--- config.mk ---
export PLATFORM = sky130hd
export DESIGN_NAME = sdm_ctrl
export DESIGN_NICKNAME = d
export VERILOG_FILES = /design/src/sdm_pkg.sv /design/src/sdm_ctrl.sv
export SDC_FILE = /design/constraint.sdc
export NUM_CORES = 1
export LEC_CHECK = 0
export BUFFER_PORTS_ARGS = -buffer_cell sky130_fd_sc_hd__buf_2
export CORE_MARGIN = 2
export CORE_UTILIZATION = 57
export CTS_CLUSTER_SIZE = 8
export DETAILED_ROUTE_END_ITERATION = 7
export GPL_TIMING_DRIVEN = 0
export HOLD_SLACK_MARGIN = 0.02
export PLACE_DENSITY = 0.86
export SLEW_MARGIN = 10
export SYNTH_ARGS = -nofsm -noshare
export SYNTH_HDL_FRONTEND = slang
export SYNTH_SLANG_ARGS = --single-unit
--- constraint.sdc ---
create_clock -name clk -period 7.6 [get_ports clk]
set_input_delay 0.76 -clock clk [delete_from_list [all_inputs] [get_ports clk]]
set_output_delay 0.76 -clock clk [all_outputs]
set_load 0.02 [all_outputs]
--- src/sdm_pkg.sv ---
/*
 Constants and carrier structs of the supply drop monitor control.
 Assumes a 32-bit register bus, one word per register.
*/
package sdm_pkg;

    // Register indices; byte address is four times the index
    localparam logic [3:0] IDX_MODE_CTRL   = 4'h0;
    localparam logic [3:0] IDX_THRESHOLD   = 4'h1;
    localparam logic [3:0] IDX_WARN_LEVEL  = 4'h8;
    localparam logic [3:0] IDX_WARN_INTCTL = 4'h9;
    localparam logic [3:0] IDX_WARN_FLAGS  = 4'ha;
    localparam logic [3:0] IDX_WARN_STATUS = 4'hb;
    localparam logic [3:0] IDX_CCP_KEY     = 4'hc;
    localparam logic [3:0] IDX_SLEEP_CTRL  = 4'hd;

    // Field positions
    localparam int POS_SLEEP_MODE  = 0;
    localparam int POS_ACTIVE_MODE = 2;
    localparam int POS_SAMPLE_RATE = 4;
    localparam int POS_IRQ_ENABLE  = 0;
    localparam int POS_TRIG_SEL    = 1;

    // Reset values of software-owned fields
    localparam logic [1:0] RST_WARN_LEVEL = 2'h0;
    localparam logic [1:0] RST_TRIG_SEL   = 2'h0;
    localparam logic       RST_IRQ_EN     = 1'b0;

    // Operating-mode codes
    localparam logic [1:0] MODE_DISABLED   = 2'h0;
    localparam logic [1:0] MODE_CONTINUOUS = 2'h1;
    localparam logic [1:0] MODE_SAMPLED    = 2'h2;
    localparam logic [1:0] MODE_CONT_WAKE  = 2'h3;

    // Trigger-select codes
    localparam logic [1:0] TRIG_BELOW = 2'h0;
    localparam logic [1:0] TRIG_ABOVE = 2'h1;
    localparam logic [1:0] TRIG_CROSS = 2'h2;

    // Unlock key and window in CPU instructions
    localparam logic [7:0] IO_UNLOCK_KEY   = 8'hd8;
    localparam int         UNLOCK_WINDOW   = 4;

    // Timing
    localparam int CLK_HZ         = 200_000_000;
    localparam int FAST_SAMPLE_HZ = 1000;
    localparam int SLOW_SAMPLE_HZ = 125;
    localparam int FAST_SAMPLE_CYC = CLK_HZ / FAST_SAMPLE_HZ;
    localparam int SLOW_SAMPLE_CYC = CLK_HZ / SLOW_SAMPLE_HZ;
    localparam int SETTLE_CYC      = 4;

    // Fuse image
    typedef struct packed {
        logic       sampleRate;
        logic [1:0] activeMode;
        logic [1:0] sleepMode;
        logic [2:0] thresholdCode;
    } sdm_fuse_t;

    // Comparator outputs; high means supply below
    typedef struct packed {
        logic dropBelow;
        logic warnBelow;
    } sdm_cmp_t;

endpackage : sdm_pkg

--- src/sdm_ctrl.sv ---
/*
 Supply drop monitor control with an AXI4-Lite slave.
 Assumes comparators synchronous to clk; instrRetire pulses per instruction.
*/
// Added by the designer: the AXI4-Lite slave port.
// What this block does
// RULE1: Request reset while enabled comparator reports supply below threshold.
// RULE2: Compare supply to warning threshold above drop threshold; may raise interrupt.
// RULE3: Run continuously or sample briefly once per fixed period.
// RULE4: Every reset reloads threshold, active mode and sleep mode from fuses.
// RULE5: Threshold and active mode ignore software writes; fuse copies only.
// RULE6: Sleep mode field resets from fuses and stays software writable.
// RULE7: Writing one to the interrupt enable bit enables the warning monitor.
// RULE8: Trigger select picks falling, rising or either-direction crossing.
// RULE9: Warning monitor stays inactive whenever the drop monitor is disabled.
// RULE10: In sampled mode the warning monitor evaluates only at sample instants.
// RULE11: With interrupt enabled, set flag on crossing in the selected direction.
// RULE12: Warning threshold follows the level-select field of warning control.
// RULE13: Warning interrupt is held off while the CPU is halted in debug.
// RULE14: Interrupt request equals enable AND flag, held until flag cleared.
// RULE15: Sleep entry uses sleep field mode; wake returns to active field mode.
// RULE16: Software writes unlock key, then sleep field within four instructions.
// RULE17: Sleep field write without valid unlock leaves the field unchanged.
// RULE18: Mode codes: 0 off, 1 continuous, 2 sampled, 3 continuous hold-wake.
// RULE19: Sample rate bit selects 1 kHz when clear, 125 Hz when set.
// RULE20: Level codes 0,1,2 give 5, 15, 25 percent above; others reserved.
// RULE21: Trigger codes 0 below, 1 above, 2 cross; others reserved.
// RULE22: Writing one clears the flag; zero no effect; set beats clear.
// RULE23: Status reads one while sampled supply is below warning threshold.
module sdm_ctrl #(
    parameter int FAST_CYC = sdm_pkg::FAST_SAMPLE_CYC,
    parameter int SLOW_CYC = sdm_pkg::SLOW_SAMPLE_CYC
) (
    input  wire logic              clk,
    input  wire logic              sys_rst,
    input  wire sdm_pkg::sdm_fuse_t fuseCfg,
    input  wire sdm_pkg::sdm_cmp_t  cmpIn,
    input  wire logic              sleepDeep,
    input  wire logic              debugHalt,
    input  wire logic              instrRetire,
    output logic                   cmpEnable,
    output logic [2:0]             thresholdCode,
    output logic [1:0]             warnLevelSel,
    output logic                   brownoutReset,
    output logic                   wakeHold,
    output logic                   warnIrq,
    input  wire logic [5:0]        s_axi_awaddr,
    input  wire logic              s_axi_awvalid,
    output logic                   s_axi_awready,
    input  wire logic [31:0]       s_axi_wdata,
    input  wire logic [3:0]        s_axi_wstrb,
    input  wire logic              s_axi_wvalid,
    output logic                   s_axi_wready,
    output logic [1:0]             s_axi_bresp,
    output logic                   s_axi_bvalid,
    input  wire logic              s_axi_bready,
    input  wire logic [5:0]        s_axi_araddr,
    input  wire logic              s_axi_arvalid,
    output logic                   s_axi_arready,
    output logic [31:0]            s_axi_rdata,
    output logic [1:0]             s_axi_rresp,
    output logic                   s_axi_rvalid,
    input  wire logic              s_axi_rready
);

    ////////////////////////////////////////////////////////////////////////////
    // Registers

    logic       fuseLoad_ff;
    logic       sampleRate_ff;
    logic [1:0] activeMode_ff;
    logic [1:0] sleepMode_ff;
    logic [2:0] thresh_ff;
    logic [1:0] warnLevel_ff;
    logic [1:0] trigSel_ff;
    logic       irqEn_ff;
    logic       flag_ff;
    logic       below_ff;
    logic       belowValid_ff;
    logic [2:0] unlockCnt_ff;
    logic [31:0] divCnt_ff;
    logic [2:0] settleCnt_ff;
    logic       cmpReady_ff;

    ////////////////////////////////////////////////////////////////////////////
    // Bus slave

    logic [5:0] awAddr_ff;
    logic       awHeld_ff;
    logic [31:0] wData_ff;
    logic [3:0] wStrb_ff;
    logic       wHeld_ff;

    function automatic logic [3:0] regIdx(input logic [5:0] addr);
        regIdx = addr[5:2];
    endfunction : regIdx

    wire        awTake   = s_axi_awvalid & s_axi_awready;
    wire        wTake    = s_axi_wvalid & s_axi_wready;
    wire        doWrite  = awHeld_ff & wHeld_ff & ~s_axi_bvalid;
    wire [3:0]  wIdx     = regIdx(awAddr_ff);
    wire        lane0    = wStrb_ff[0];
    wire [7:0]  wByte    = wData_ff[7:0];
    wire        wrMode   = doWrite & lane0 & (wIdx == sdm_pkg::IDX_MODE_CTRL);
    wire        wrLevel  = doWrite & lane0 & (wIdx == sdm_pkg::IDX_WARN_LEVEL);
    wire        wrIntCtl = doWrite & lane0 & (wIdx == sdm_pkg::IDX_WARN_INTCTL);
    wire        wrFlags  = doWrite & lane0 & (wIdx == sdm_pkg::IDX_WARN_FLAGS);
    wire        wrKey    = doWrite & lane0 & (wIdx == sdm_pkg::IDX_CCP_KEY);
    wire        wMapped  = (wIdx <= sdm_pkg::IDX_THRESHOLD)
                         | ((wIdx >= sdm_pkg::IDX_WARN_LEVEL) & (wIdx <= sdm_pkg::IDX_CCP_KEY));
    wire        rdTake   = s_axi_arvalid & s_axi_arready;
    wire [3:0]  rIdx     = regIdx(s_axi_araddr);

    always_ff @(posedge clk or posedge sys_rst) begin
        if (sys_rst) begin
            awHeld_ff <= 1'b0;
            wHeld_ff  <= 1'b0;
            awAddr_ff <= 6'h00;
            wData_ff  <= 32'h0000_0000;
            wStrb_ff  <= 4'h0;
        end else begin
            if (awTake) begin
                awHeld_ff <= 1'b1;
                awAddr_ff <= s_axi_awaddr;
            end else if (doWrite) begin
                awHeld_ff <= 1'b0;
            end
            if (wTake) begin
                wHeld_ff <= 1'b1;
                wData_ff <= s_axi_wdata;
                wStrb_ff <= s_axi_wstrb;
            end else if (doWrite) begin
                wHeld_ff <= 1'b0;
            end
        end
    end

    always_ff @(posedge clk or posedge sys_rst) begin
        if (sys_rst) begin
            s_axi_awready <= 1'b0;
            s_axi_wready  <= 1'b0;
            s_axi_bvalid  <= 1'b0;
            s_axi_bresp   <= 2'h0;
        end else begin
            s_axi_awready <= ~awHeld_ff & ~awTake & ~s_axi_bvalid & ~doWrite;
            s_axi_wready  <= ~wHeld_ff & ~wTake & ~s_axi_bvalid & ~doWrite;
            if (doWrite) begin
                s_axi_bvalid <= 1'b1;
                s_axi_bresp  <= wMapped ? 2'h0 : 2'h2;
            end else if (s_axi_bready) begin
                s_axi_bvalid <= 1'b0;
            end
        end
    end

    logic [7:0] rByte;
    logic       rMapped;
    always_comb begin
        rByte   = 8'h00;
        rMapped = 1'b1;
        case (rIdx)
            sdm_pkg::IDX_MODE_CTRL:   rByte = {3'h0, sampleRate_ff, activeMode_ff, sleepMode_ff};
            sdm_pkg::IDX_THRESHOLD:   rByte = {5'h00, thresh_ff};
            sdm_pkg::IDX_WARN_LEVEL:  rByte = {6'h00, warnLevel_ff};
            sdm_pkg::IDX_WARN_INTCTL: rByte = {5'h00, trigSel_ff, irqEn_ff};
            sdm_pkg::IDX_WARN_FLAGS:  rByte = {7'h00, flag_ff};
            sdm_pkg::IDX_WARN_STATUS: rByte = {7'h00, below_ff};
            sdm_pkg::IDX_CCP_KEY:     rByte = 8'h00;
            default:                  rMapped = 1'b0;
        endcase
    end

    always_ff @(posedge clk or posedge sys_rst) begin
        if (sys_rst) begin
            s_axi_arready <= 1'b0;
            s_axi_rvalid  <= 1'b0;
            s_axi_rdata   <= 32'h0000_0000;
            s_axi_rresp   <= 2'h0;
        end else begin
            s_axi_arready <= ~s_axi_rvalid & ~rdTake;
            if (rdTake) begin
                s_axi_rvalid <= 1'b1;
                s_axi_rdata  <= {24'h000000, rByte};
                s_axi_rresp  <= rMapped ? 2'h0 : 2'h2;
            end else if (s_axi_rready) begin
                s_axi_rvalid <= 1'b0;
            end
        end
    end

    ////////////////////////////////////////////////////////////////////////////
    // Fuse load and protected sleep field

    // Fuses load on the first edge after release
    always_ff @(posedge clk or posedge sys_rst) begin
        if (sys_rst) begin
            fuseLoad_ff   <= 1'b1;
            sampleRate_ff <= 1'b0;
            activeMode_ff <= sdm_pkg::MODE_DISABLED;
            sleepMode_ff  <= sdm_pkg::MODE_DISABLED;
            thresh_ff     <= 3'h0;
        end else begin
            fuseLoad_ff <= 1'b0;
            if (fuseLoad_ff) begin
                sampleRate_ff <= fuseCfg.sampleRate;     // RULE4
                activeMode_ff <= fuseCfg.activeMode;     // RULE4 RULE5
                sleepMode_ff  <= fuseCfg.sleepMode;      // RULE4 RULE6
                thresh_ff     <= fuseCfg.thresholdCode;  // RULE4 RULE5
            end else if (wrMode) begin
                sampleRate_ff <= wByte[sdm_pkg::POS_SAMPLE_RATE];
                if (unlockCnt_ff != 3'h0) begin
                    sleepMode_ff <= wByte[sdm_pkg::POS_SLEEP_MODE +: 2];  // RULE6 RULE17
                end
            end
        end
    end

    // Unlock window in retired instructions
    always_ff @(posedge clk or posedge sys_rst) begin
        if (sys_rst) begin
            unlockCnt_ff <= 3'h0;
        end else if (wrKey) begin
            unlockCnt_ff <= (wByte == sdm_pkg::IO_UNLOCK_KEY) ? 3'(sdm_pkg::UNLOCK_WINDOW) : 3'h0;  // RULE16
        end else if (wrMode) begin
            unlockCnt_ff <= 3'h0;
        end else if (instrRetire && unlockCnt_ff != 3'h0) begin
            unlockCnt_ff <= unlockCnt_ff - 3'h1;  // RULE16
        end
    end

    always_ff @(posedge clk or posedge sys_rst) begin
        if (sys_rst) begin
            warnLevel_ff <= sdm_pkg::RST_WARN_LEVEL;
            trigSel_ff   <= sdm_pkg::RST_TRIG_SEL;
            irqEn_ff     <= sdm_pkg::RST_IRQ_EN;
        end else begin
            if (wrLevel) begin
                warnLevel_ff <= wByte[1:0];  // RULE12 RULE20
            end
            if (wrIntCtl) begin
                irqEn_ff   <= wByte[sdm_pkg::POS_IRQ_ENABLE];     // RULE7
                trigSel_ff <= wByte[sdm_pkg::POS_TRIG_SEL +: 2];  // RULE8 RULE21
            end
        end
    end

    ////////////////////////////////////////////////////////////////////////////
    // Mode selection and sampling

    wire [1:0] curMode   = sleepDeep ? sleepMode_ff : activeMode_ff;  // RULE15
    wire       monOn     = ~fuseLoad_ff & (curMode == sdm_pkg::MODE_CONTINUOUS
                           | curMode == sdm_pkg::MODE_SAMPLED
                           | (curMode == sdm_pkg::MODE_CONT_WAKE & ~sleepDeep));  // RULE18
    wire       sampled   = curMode == sdm_pkg::MODE_SAMPLED;
    wire [31:0] period   = sampleRate_ff ? 32'(SLOW_CYC) : 32'(FAST_CYC);  // RULE19
    wire       tick      = divCnt_ff >= period - 32'h1;
    wire       settled   = settleCnt_ff == 3'(sdm_pkg::SETTLE_CYC);
    // Judge only a comparator powered last cycle
    wire       evalNow   = monOn & cmpReady_ff & (sampled ? settled : 1'b1);  // RULE3 RULE10
    wire       warnOn    = evalNow & irqEn_ff;                  // RULE9
    wire       inWindow  = settleCnt_ff != 3'h0;

    always_ff @(posedge clk or posedge sys_rst) begin
        if (sys_rst) begin
            divCnt_ff    <= 32'h0;
            settleCnt_ff <= 3'h0;
            cmpReady_ff  <= 1'b0;
        end else begin
            cmpReady_ff <= cmpEnable;
            divCnt_ff <= (tick | ~sampled) ? 32'h0 : divCnt_ff + 32'h1;
            if (sampled & tick) begin
                settleCnt_ff <= 3'h1;  // RULE3
            end else if (inWindow & ~settled) begin
                settleCnt_ff <= settleCnt_ff + 3'h1;
            end else begin
                settleCnt_ff <= 3'h0;
            end
        end
    end

    ////////////////////////////////////////////////////////////////////////////
    // Warning detection, flag and outputs

    wire rise  = belowValid_ff & below_ff & ~cmpIn.warnBelow;
    wire fall  = belowValid_ff & ~below_ff & cmpIn.warnBelow;
    wire event_ = warnOn & ((trigSel_ff == sdm_pkg::TRIG_BELOW & fall)
                          | (trigSel_ff == sdm_pkg::TRIG_ABOVE & rise)
                          | (trigSel_ff == sdm_pkg::TRIG_CROSS & (rise | fall)));  // RULE8 RULE11

    always_ff @(posedge clk or posedge sys_rst) begin
        if (sys_rst) begin
            below_ff      <= 1'b0;
            belowValid_ff <= 1'b0;
            flag_ff       <= 1'b0;
        end else begin
            if (evalNow) begin
                below_ff      <= cmpIn.warnBelow;  // RULE23 RULE2
                belowValid_ff <= 1'b1;
            end else if (~monOn) begin
                belowValid_ff <= 1'b0;
            end
            if (event_) begin
                flag_ff <= 1'b1;  // RULE22
            end else if (wrFlags & wByte[0]) begin
                flag_ff <= 1'b0;  // RULE22
            end
        end
    end

    always_ff @(posedge clk or posedge sys_rst) begin
        if (sys_rst) begin
            cmpEnable     <= 1'b0;
            thresholdCode <= 3'h0;
            warnLevelSel  <= 2'h0;
            brownoutReset <= 1'b0;
            wakeHold      <= 1'b0;
            warnIrq       <= 1'b0;
        end else begin
            cmpEnable     <= monOn & (~sampled | inWindow);  // RULE3
            thresholdCode <= thresh_ff;
            warnLevelSel  <= warnLevel_ff;  // RULE12
            brownoutReset <= evalNow & cmpIn.dropBelow;  // RULE1
            wakeHold      <= ~fuseLoad_ff & activeMode_ff == sdm_pkg::MODE_CONT_WAKE & ~sleepDeep & ~belowValid_ff;  // RULE18
            warnIrq       <= irqEn_ff & (flag_ff | event_) & ~debugHalt;  // RULE14 RULE13
        end
    end

endmodule : sdm_ctrl

==> results.json, run 1 <==
{
  "grt_usage": 0.223,
  "final_nets": 602,
  "slew-limit-headroom": 0.333,
  "start_util": 0.590,
  "use_met1": 0.295,
  "yosys.area_share.simple": 0.162,
  "crit_family": "compound AO/OA/AOI/OAI gates",
  "synth_warnings": 0,
  "period_needed_ns": 2.76,
  "synth_compound_area_frac": 0.0889,
  "final_common_cell": "dfrtp_1",
  "max-vdd-ir-drop_uv": 208,
  "fmax_mhz": 363,
  "fin_area_um2": 5370,
  "grt.met2_usage": 0.373,
  "slowest_delay_ns": 0.50,
  "synth_top_family_by_area": "simple AND/OR/NAND/NOR gates",
  "cp.arrival_ns": 2.98,
  "die_area_um2": 8780,
  "cts_hold_buf": 0,
  "ioPinCount": 118,
  "synth_cell_types": 54,
  "wl_per_cell_um": 14.9,
  "clk_latency_ns": 0.36,
  "report.final.slew_viol_count": 0,
  "hp-class": "reg2reg",
  "rsz0062_at_grt": "no",
  "wl_um": 9300,
  "drtIter0Drc": 188,
  "grt.busiest_layer": "met2",
  "critical_path.cell_chain": "inv_1, ha_1, a2111oi_0, o2111ai_1, a41o_2, clkbuf_1, nor4_1",
  "synthXorXnorAreaFrac": 0.0344,
  "grt_max_degree": 54,
  "grt_pass1_vias": 3397,
  "synth.cell_area_um2": 4590,
  "drive_above_1_share": 0.282,
  "p_switching_mw": 0.467,
  "synthAdderAreaFrac": 0.0491,
  "post_cts_buffers": 0,
  "tritoncts": "yes",
  "critPathCaptureType": "register",
  "met3_usage": 0.0257,
  "grt_first_pass_wirelength_um": 15600,
  "synth_flop_cell": "dfrtp_1",
  "gp_congestion": 0.831,
  "placed_area_um2": 5170,
  "p_int_mw": 0.878,
  "core-area_um2": 7770,
  "startpoint_type": "register",
  "fin_crit_sh": 0.363,
  "hold_viol_final": 0,
  "finalSetupTns_ns": 0,
  "synthCells": 408,
  "n_antenna_cell": 0,
  "path_clk_slew_ns": 0.11,
  "grt_remaining_overflow": 0,
  "ys_ff_latch": 92,
  "status": "finished, final reports clean",
  "power.share.switching": 0.347,
  "avgSynthCellArea_um2": 11.2,
  "final_antenna_net_count": 0,
  "multi_input_area_um2": 2060,
  "io_buffer_count": 57,
  "die_x_um": 93.7,
  "std_cell_rows": 32,
  "cts_root_buf": "clkbuf_8",
  "fin_skew_ns": 0.0219,
  "crit_required_ns": 7.83,
  "p_comb_frac": 0.260,
  "synthMuxAreaShare": 0.0810,
  "power_leakage_nw": 2.53,
  "worst_pin_slew_ns": 0.975,
  "slowest_stage": "dfrtp_1",
  "area_growth_pct": 17.2,
  "synth_edf_count": 0,
  "num-fill-cells": 564,
  "h-tree-depth": 3,
  "critPathKind": "reg2reg",
  "die_h_um": 93.7,
  "antenna_found_initial": 0,
  "regArea_um2": 2300,
  "hpwl_um": 6700,
  "postSynth.asyncResetShare": 1.00,
  "vias": 3475,
  "setup_violations": 0,
  "cts.repair.resized": 0,
  "cts.sinks": 92,
  "via_per_inst": 5.58,
  "dr.pass1.iters": 4,
  "critical_path_buf_inv_count": 2,
  "drc": 0,
  "cts_buffers": 9,
  "cp_max_fo": 10,
  "seqPwrFrac": 0.498,
  "final_cell_mix": "dfrtp_1 (91), buf_2 (58), conb_1 (40)",
  "clockBufferDepth": 2,
  "cap_violations": 0,
  "power_density_nw_per_um2": 250,
  "ys_seq_area_frac": 0.502,
  "clkPwrFrac": 0.242
}
[registers in the layout, indices dropped and copies added, names as in the netlist, 3 cells and up]
name / flops
unlockCnt_ff: 3
awAddr_ff: 4
thresh_ff: 3
thresholdCode: 3
wData_ff: 8
settleCnt_ff: 3
s_axi_rdata: 5
divCnt_ff: 32
[cell type report]
type,instances,share of cell area
plain buffers,40,0.0554
clock buffers,9,0.0231
clock inverters,7,0.0140
inverters,20,0.0144
multi-input cells,295,0.383
flip-flops and latches,92,0.429
well taps,102,0.0237
repair buffers,58,0.0582
[worst register-to-register path, delay by kind of cell, from the launching register on]
family	cells	cell delay, ns
DFF	1	0.50
buffers and inverters	2	0.46
adders and majority gates	1	0.27
AOI/OAI and AO/OA	3	1.02
and+or+nand+nor	1	0.40
[layer usage]
metal,routed length [um],vias to the layer above
li1,-,1641
met1,4070,1695
met2,4580,121
met3,451,18
met4,206,0
met5,0,-
[power groups by stage]
stage / clock, mW / sequential (mW) / combinational (mW)
after floorplan: 0 / 0.684 / 0.233
after global placement: 0 / 0.670 / 0.325
after detailed placement: 0 / 0.676 / 0.346
after CTS: 0.331 / 0.668 / 0.350
after global routing: 0.347 / 0.684 / 0.393
final: 0.326 / 0.669 / 0.350
[metrics by stage]
stage	std cells	hold WS, ns	total power, mW	utilization	worst slack (ns)
3_3_place_gp	606	0.366	0.995	0.662	3.52
6_report	623	0.383	1.35	0.692	4.84
5_1_grt	623	0.409	1.42	0.692	4.61
4_1_cts	623	0.385	1.35	0.692	4.91
2_1_floorplan	447	0.364	0.916	-	4.45
3_5_place_dp	607	0.358	1.02	0.666	4.58
[Yosys cell counts, drive strengths merged, types with 11 or more instances]
| cell type | number | area, um^2 |
|---|---|---|
| buf | 31 | 234 |
| dfrtp | 91 | 2280 |
| ha | 18 | 225 |
| inv | 20 | 75.1 |
| mux2 | 29 | 327 |
| nand2 | 29 | 109 |
| nand3 | 12 | 72.6 |
| nor2 | 11 | 41.3 |
| nor4 | 24 | 150 |
| o21ai | 19 | 95.1 |
| xnor2 | 15 | 131 |
[cell families after synthesis]
| kind of cell | count (synthesis) |
|---|---|
| adders and majority gates | 18 |
| and+or+nand+nor | 129 |
| AOI/OAI and AO/OA | 59 |
| buffers and inverters | 60 |
| DFF | 92 |
| muxes | 31 |
| xor gates and xnor gates | 18 |
| other | 1 |
[final timing paths]
kind	from	endpoint	slack, ns	cells past startpoint
max in group asynchronous	sys_rst	divCnt_ff[18]	6.55	3
min	cmpEnable	cmpReady_ff	0.38	0
max	sampleRate_ff	divCnt_ff[8]	4.84	7
min reg2reg	cmpEnable	cmpReady_ff	0.38	0
max reg2reg	sampleRate_ff	divCnt_ff[8]	4.84	7
min in group asynchronous	sys_rst	s_axi_rresp[1]	0.44	2
No activity file was read; power rests on OpenSTA's default activity.
==> run 2, diff against run 1 <==
--- a/config.mk
+++ b/config.mk
@@ -7,12 +7,12 @@
 export LEC_CHECK = 0
 export BUFFER_PORTS_ARGS = -buffer_cell sky130_fd_sc_hd__buf_2
 export CORE_MARGIN = 2
-export CORE_UTILIZATION = 57
+export CORE_UTILIZATION = 48
 export CTS_CLUSTER_SIZE = 8
 export DETAILED_ROUTE_END_ITERATION = 7
 export GPL_TIMING_DRIVEN = 0
 export HOLD_SLACK_MARGIN = 0.02
-export PLACE_DENSITY = 0.86
+export PLACE_DENSITY = 0.77
 export SLEW_MARGIN = 10
 export SYNTH_ARGS = -nofsm -noshare
 export SYNTH_HDL_FRONTEND = slang
==> constraint.sdc (replaced) <==
create_clock -name clk -period 2.4 [get_ports clk]
set_input_delay 0.24 -clock clk [delete_from_list [all_inputs] [get_ports clk]]
set_output_delay 0.24 -clock clk [all_outputs]
set_load 0.02 [all_outputs]
==> run 2 against run 1 <==
Net effect:
- die area increased by 18%
- via count is 2.2% lower
- largest power group unchanged
- non-clock buffer count up 8
- clock skew down 0.0079 ns
- final area grew 4.2%
- routed wire length is 0.86% lower
- sequential share of layout area shrank 1.7 points
- sequential power rose to 3.2 times the previous value
- total power rose to 3.2 times the previous value
- worst setup slack got worse by 4.7 ns
==> results.json, run 2 (same netlist as run 1, synthesis figures left out) <==
{
  "grt_max_degree": 31,
  "hold_viol_final": 0,
  "grt_first_pass_wirelength_um": 15000,
  "cap_violations": 0,
  "cts_root_buf": "clkbuf_8",
  "cts.sinks": 92,
  "regMostFlops": "divCnt_ff",
  "fin_crit_sh": 0.961,
  "h-tree-depth": 3,
  "final_antenna_net_count": 0,
  "top_regs": "divCnt_ff (32), wData_ff (8), s_axi_rdata (5)",
  "r2r_cells": 7,
  "report.final.slew_viol_count": 0,
  "drtIter0Drc": 164,
  "vias": 3400,
  "path_depth": 7,
  "r2r_start": "sampleRate_ff",
  "die_x_um": 102,
  "start_util": 0.496,
  "final_common_cell": "dfrtp_1",
  "ioPinCount": 118,
  "critical_path.cell_chain": "clkinvlp_4, ha_1, a2111oi_4, o2111ai_1, a41o_2, buf_6, a2111oi_1",
  "setup_violations": 0,
  "worst_pin_slew_ns": 0.568,
  "gp_congestion": 0.813,
  "largest_reg_flops": 32,
  "path_clk_slew_ns": 0.10,
  "hp-class": "in2reg",
  "pre_cts_ws_ns": -0.253,
  "slowest_stage": "dfrtp_2",
  "crit_family": "compound AO/OA/AOI/OAI gates",
  "final_nets": 610,
  "grt_remaining_overflow": 0,
  "final_cell_mix": "dfrtp_1 (90), buf_2 (60), conb_1 (40), buf_4 (34)",
  "worstHoldStart": "s_axi_rready",
  "min_path_cells": 2,
  "dr.pass1.iters": 4,
  "clockBufferDepth": 2,
  "status": "finished, final reports clean",
  "via_per_inst": 5.17,
  "worst_slack_ns": 0.0948,
  "placed_cells": 636,
  "drive_above_1_share": 0.318,
  "power_leakage_nw": 2.59,
  "whs_ns": 0.0402,
  "n_antenna_cell": 0,
  "fin_cells": 658,
  "cp_max_fo": 10,
  "grt_pass1_vias": 3276,
  "wl_um": 9220,
  "std_cell_rows": 35,
  "area_growth_pct": 22.1,
  "startpoint_type": "register",
  "tritoncts": "yes",
  "crit_required_ns": 2.63,
  "fin_skew_ns": 0.0141,
  "critPathKind": "reg2reg",
  "period_needed_ns": 2.31,
  "fmax_mhz": 434,
  "core-area_um2": 9240,
  "max-vdd-ir-drop_uv": 500,
  "rsz0062_at_grt": "yes",
  "drc": 0,
  "critPathCaptureType": "register",
  "die_h_um": 102,
  "cp-startpoint": "sampleRate_ff",
  "antenna_found_initial": 0,
  "grt_usage": 0.183,
  "placed_area_um2": 5260,
  "hpwl_um": 6740,
  "clk_latency_ns": 0.37,
  "cp.arrival_ns": 2.53,
  "fin_area_um2": 5600,
  "finalSetupTns_ns": 0,
  "critical_path_buf_inv_count": 2,
  "wl_per_cell_um": 14.0,
  "slew-limit-headroom": 0.621,
  "cts_buffers": 9,
  "die_area_um2": 10400,
  "io_buffer_count": 57,
  "power_density_nw_per_um2": 778,
  "slowest_delay_ns": 0.44
}
-- run 2: cell types whose count changed in the layout (fill, tap and decap cells not counted), sizes merged --
cell         delta
clkinv          +1
clkinvlp        +1
buf             +9
bufinv          +1
clkbuf          -2
inv             -3
dlygate4sd3     +1
-- run 2: final cells by class --
| cell class | instances | area (um^2) |
|---|---|---|
| buffer | 40 | 300 |
| clock inverter | 7 | 92.6 |
| fill | 744 | 3640 |
| clock buffer | 9 | 124 |
| tap | 129 | 161 |
| timing repair buffer | 66 | 408 |
| multi-input combinational | 295 | 2130 |
| inverter | 20 | 82.6 |
| sequential | 92 | 2300 |
-- run 2: metrics by stage --
| stage | total power [mW] | util |
|---|---|---|
| 2_1_floorplan | 2.90 | - |
| 3_3_place_gp | 3.16 | 0.561 |
| 3_5_place_dp | 3.24 | 0.569 |
| 4_1_cts | 4.35 | 0.595 |
| 5_1_grt | 4.62 | 0.606 |
| 6_report | 4.36 | 0.606 |
-- run 2: layer usage --
metal  wire length (um)  GRT usage  vias up  part of all wire
met1               4140      0.242     1638              0.45
li1                   -          -     1652                 -
met2               4530      0.302       95              0.49
met4                164     0.0728        0             0.018
met5                  0          0        -                 0
met3                384     0.0317       15             0.042
-- run 2: worst reg2reg max path: stages (launching register included) --
cell        delay, ns
dfrtp_2          0.44
clkinvlp_4       0.19
ha_1             0.29
a2111oi_4        0.30
o2111ai_1        0.19
a41o_2           0.31
buf_6            0.15
a2111oi_1        0.29
-- run 2: final timing paths --
check | end | slack (ns)
worst max-delay path | divCnt_ff[18] | 0.09
worst min-delay path | s_axi_rvalid | 0.04
worst max register to register | divCnt_ff[18] | 0.09
worst min register to register | cmpReady_ff | 0.38
max in group asynchronous | divCnt_ff[30] | 1.28
min in group asynchronous | divCnt_ff[10] | 0.44
-- run 2: report_power, final --
| group | internal, mW | total, mW | leakage [nW] | switching, mW |
|---|---|---|---|---|
| Sequential | 1.86 | 2.11 | 1.17 | 0.250 |
| Clock | 0.510 | 1.11 | 0.109 | 0.601 |
| Combinational | 0.527 | 1.13 | 1.31 | 0.605 |
-- run 2: timing repair --
item | 4_1_cts | 5_1_grt
hold endpoints to repair | 15 | 0
endpoints found under the setup margin | 25 | 19
hold buffers | 1 | 0
setup buffers | 0 | 5
resized for setup | 5 | 19
==> run 3, diff against run 2 <==
--- a/config.mk
+++ b/config.mk
@@ -12,7 +12,7 @@
 export DETAILED_ROUTE_END_ITERATION = 7
 export GPL_TIMING_DRIVEN = 0
 export HOLD_SLACK_MARGIN = 0.02
-export PLACE_DENSITY = 0.77
+export PLACE_DENSITY = 0.83
 export SLEW_MARGIN = 10
 export SYNTH_ARGS = -nofsm -noshare
 export SYNTH_HDL_FRONTEND = slang
==> run 3 against run 2 <==
Net effect:
- global-route usage rose by 1.2 points
- non-clock buffer count shrank 6
- register-to-register slack hardly changed
- critical endpoint is now divCnt_ff[21]
- largest power group unchanged
- highest routed layer unchanged
==> results.json, run 3 (same netlist as run 1, synthesis figures left out) <==
{
  "core-area_um2": 9240,
  "startpoint_type": "register",
  "path_clk_slew_ns": 0.11,
  "total_power_mw": 4.25,
  "setup_violations": 0,
  "min_path_cells": 2,
  "cts_root_buf": "clkbuf_8",
  "cp.arrival_ns": 2.53,
  "slew-limit-headroom": 0.582,
  "crit_family": "simple AND/OR/NAND/NOR gates",
  "regToRegEndpoint": "divCnt_ff[21]",
  "critical_path_buf_inv_count": 1,
  "r2r_start": "divCnt_ff[2]",
  "grt_usage": 0.195,
  "status": "finished, final reports clean",
  "antenna_found_initial": 0,
  "start_util": 0.496,
  "grt_max_degree": 39,
  "grt_pass1_vias": 3371,
  "hpwl_um": 6900,
  "final_cell_mix": "dfrtp_1 (90), buf_2 (59), conb_1 (40)",
  "wl_per_cell_um": 14.4,
  "critPathKind": "reg2reg",
  "gp_congestion": 0.838,
  "r2r_cells": 5,
  "die_x_um": 102,
  "period_needed_ns": 2.29,
  "hp-class": "in2reg",
  "fmax_mhz": 436,
  "slowest_stage": "or4_1",
  "cap_violations": 0,
  "top_regs": "divCnt_ff (32), wData_ff (8), s_axi_rdata (5)",
  "fin_area_um2": 5490,
  "clockBufferDepth": 2,
  "worst_pin_slew_ns": 0.627,
  "hold_viol_final": 0,
  "final_common_cell": "dfrtp_1",
  "worstHoldStart": "s_axi_rready",
  "drive_above_1_share": 0.310,
  "grt_first_pass_wirelength_um": 15800,
  "drtIter0Drc": 106,
  "h-tree-depth": 3,
  "drc": 0,
  "fin_skew_ns": 0.0113,
  "holdPathEnd": "s_axi_rvalid",
  "cts.sinks": 92,
  "crit_required_ns": 2.64,
  "tritoncts": "yes",
  "max-vdd-ir-drop_uv": 454,
  "wl_um": 9360,
  "fin_crit_sh": 0.955,
  "rrSetupSlack_ns": 0.11,
  "placed_area_um2": 5220,
  "cp_max_fo": 7,
  "power_density_nw_per_um2": 774,
  "final_nets": 604,
  "die_area_um2": 10400,
  "largest_reg_flops": 32,
  "power_leakage_nw": 2.53,
  "slowest_delay_ns": 0.49,
  "n_antenna_cell": 0,
  "ioPinCount": 118,
  "critPathCaptureType": "register",
  "area_growth_pct": 19.7,
  "regMostFlops": "divCnt_ff",
  "std_cell_rows": 35,
  "vias": 3377,
  "grt_remaining_overflow": 0,
  "via_per_inst": 5.18,
  "dr.pass1.iters": 4,
  "clk_latency_ns": 0.38,
  "die_h_um": 102,
  "report.final.slew_viol_count": 0,
  "final_antenna_net_count": 0,
  "cts_buffers": 9,
  "io_buffer_count": 57,
  "critical_path.cell_chain": "nand4_2, or3_1, buf_2, or4_1, a2111oi_1"
}
## run 3: layout make-up
cell class,instances,area [um^2]
Tap cell,129,161
Timing Repair Buffer,60,335
Buffer,40,300
Clock inverter,7,65.1
Sequential cell,92,2300
Multi-Input combinational cell,295,2120
Inverter,20,78.8
Clock buffer,9,124
Fill cell,757,3750
## run 3: worst register-to-register path: stages, from the launching register on
cell	delay (ns)
dfrtp_1	0.45
nand4_2	0.21
or3_1	0.41
buf_2	0.17
or4_1	0.50
a2111oi_1	0.43
## run 3: stage by stage
| step | hold slack, ns | util | instances | setup TNS, ns | worst slack (ns) |
|---|---|---|---|---|---|
| floorplan | 0.331 | - | 447 | 0 | 0.302 |
| global placement | 0.367 | 0.561 | 633 | -2.11 | -0.159 |
| detailed placement | 0.351 | 0.565 | 635 | -4.58 | -0.290 |
| CTS | 0.0373 | 0.588 | 652 | 0 | 0.0597 |
| global route | 0.0285 | 0.594 | 652 | -0.00574 | -0.00574 |
| finish | 0.0350 | 0.594 | 652 | 0 | 0.108 |
## run 3: how the worst max path moves through the flow
stage	endpoint	startpoint	cells after the start
global route	divCnt_ff[12]	sampleRate_ff	7
global placement	divCnt_ff[18]	sampleRate_ff	7
detailed placement	divCnt_ff[12]	sampleRate_ff	7
floorplan	divCnt_ff[8]	sampleRate_ff	7
finish	divCnt_ff[21]	divCnt_ff[2]	5
CTS	divCnt_ff[9]	sampleRate_ff	6
## run 3: routing by layer
| metal | vias up | wire [um] | track usage |
|---|---|---|---|
| li1 | 1637 | - | - |
| met1 | 1641 | 4160 | 0.247 |
| met2 | 84 | 4620 | 0.330 |
| met3 | 15 | 417 | 0.0366 |
| met4 | 0 | 161 | 0.0790 |
| met5 | - | 0 | 0 |
## run 3: power breakdown
group,internal (mW),total [mW],switching (mW),leakage [nW]
registers,1.86,2.11,0.251,1.17
clock network,0.402,1.02,0.622,0.0943
logic,0.510,1.11,0.601,1.27
total,2.77,4.25,1.47,2.53
## run 3: repair_timing
action                                 4_1_cts  5_1_grt
endpoints found under the hold margin       24        0
setup buffers                                0        0
resized for setup                            7       15
setup endpoints to repair                   25       14
hold buffers                                 1        0
cloned                                       0        0
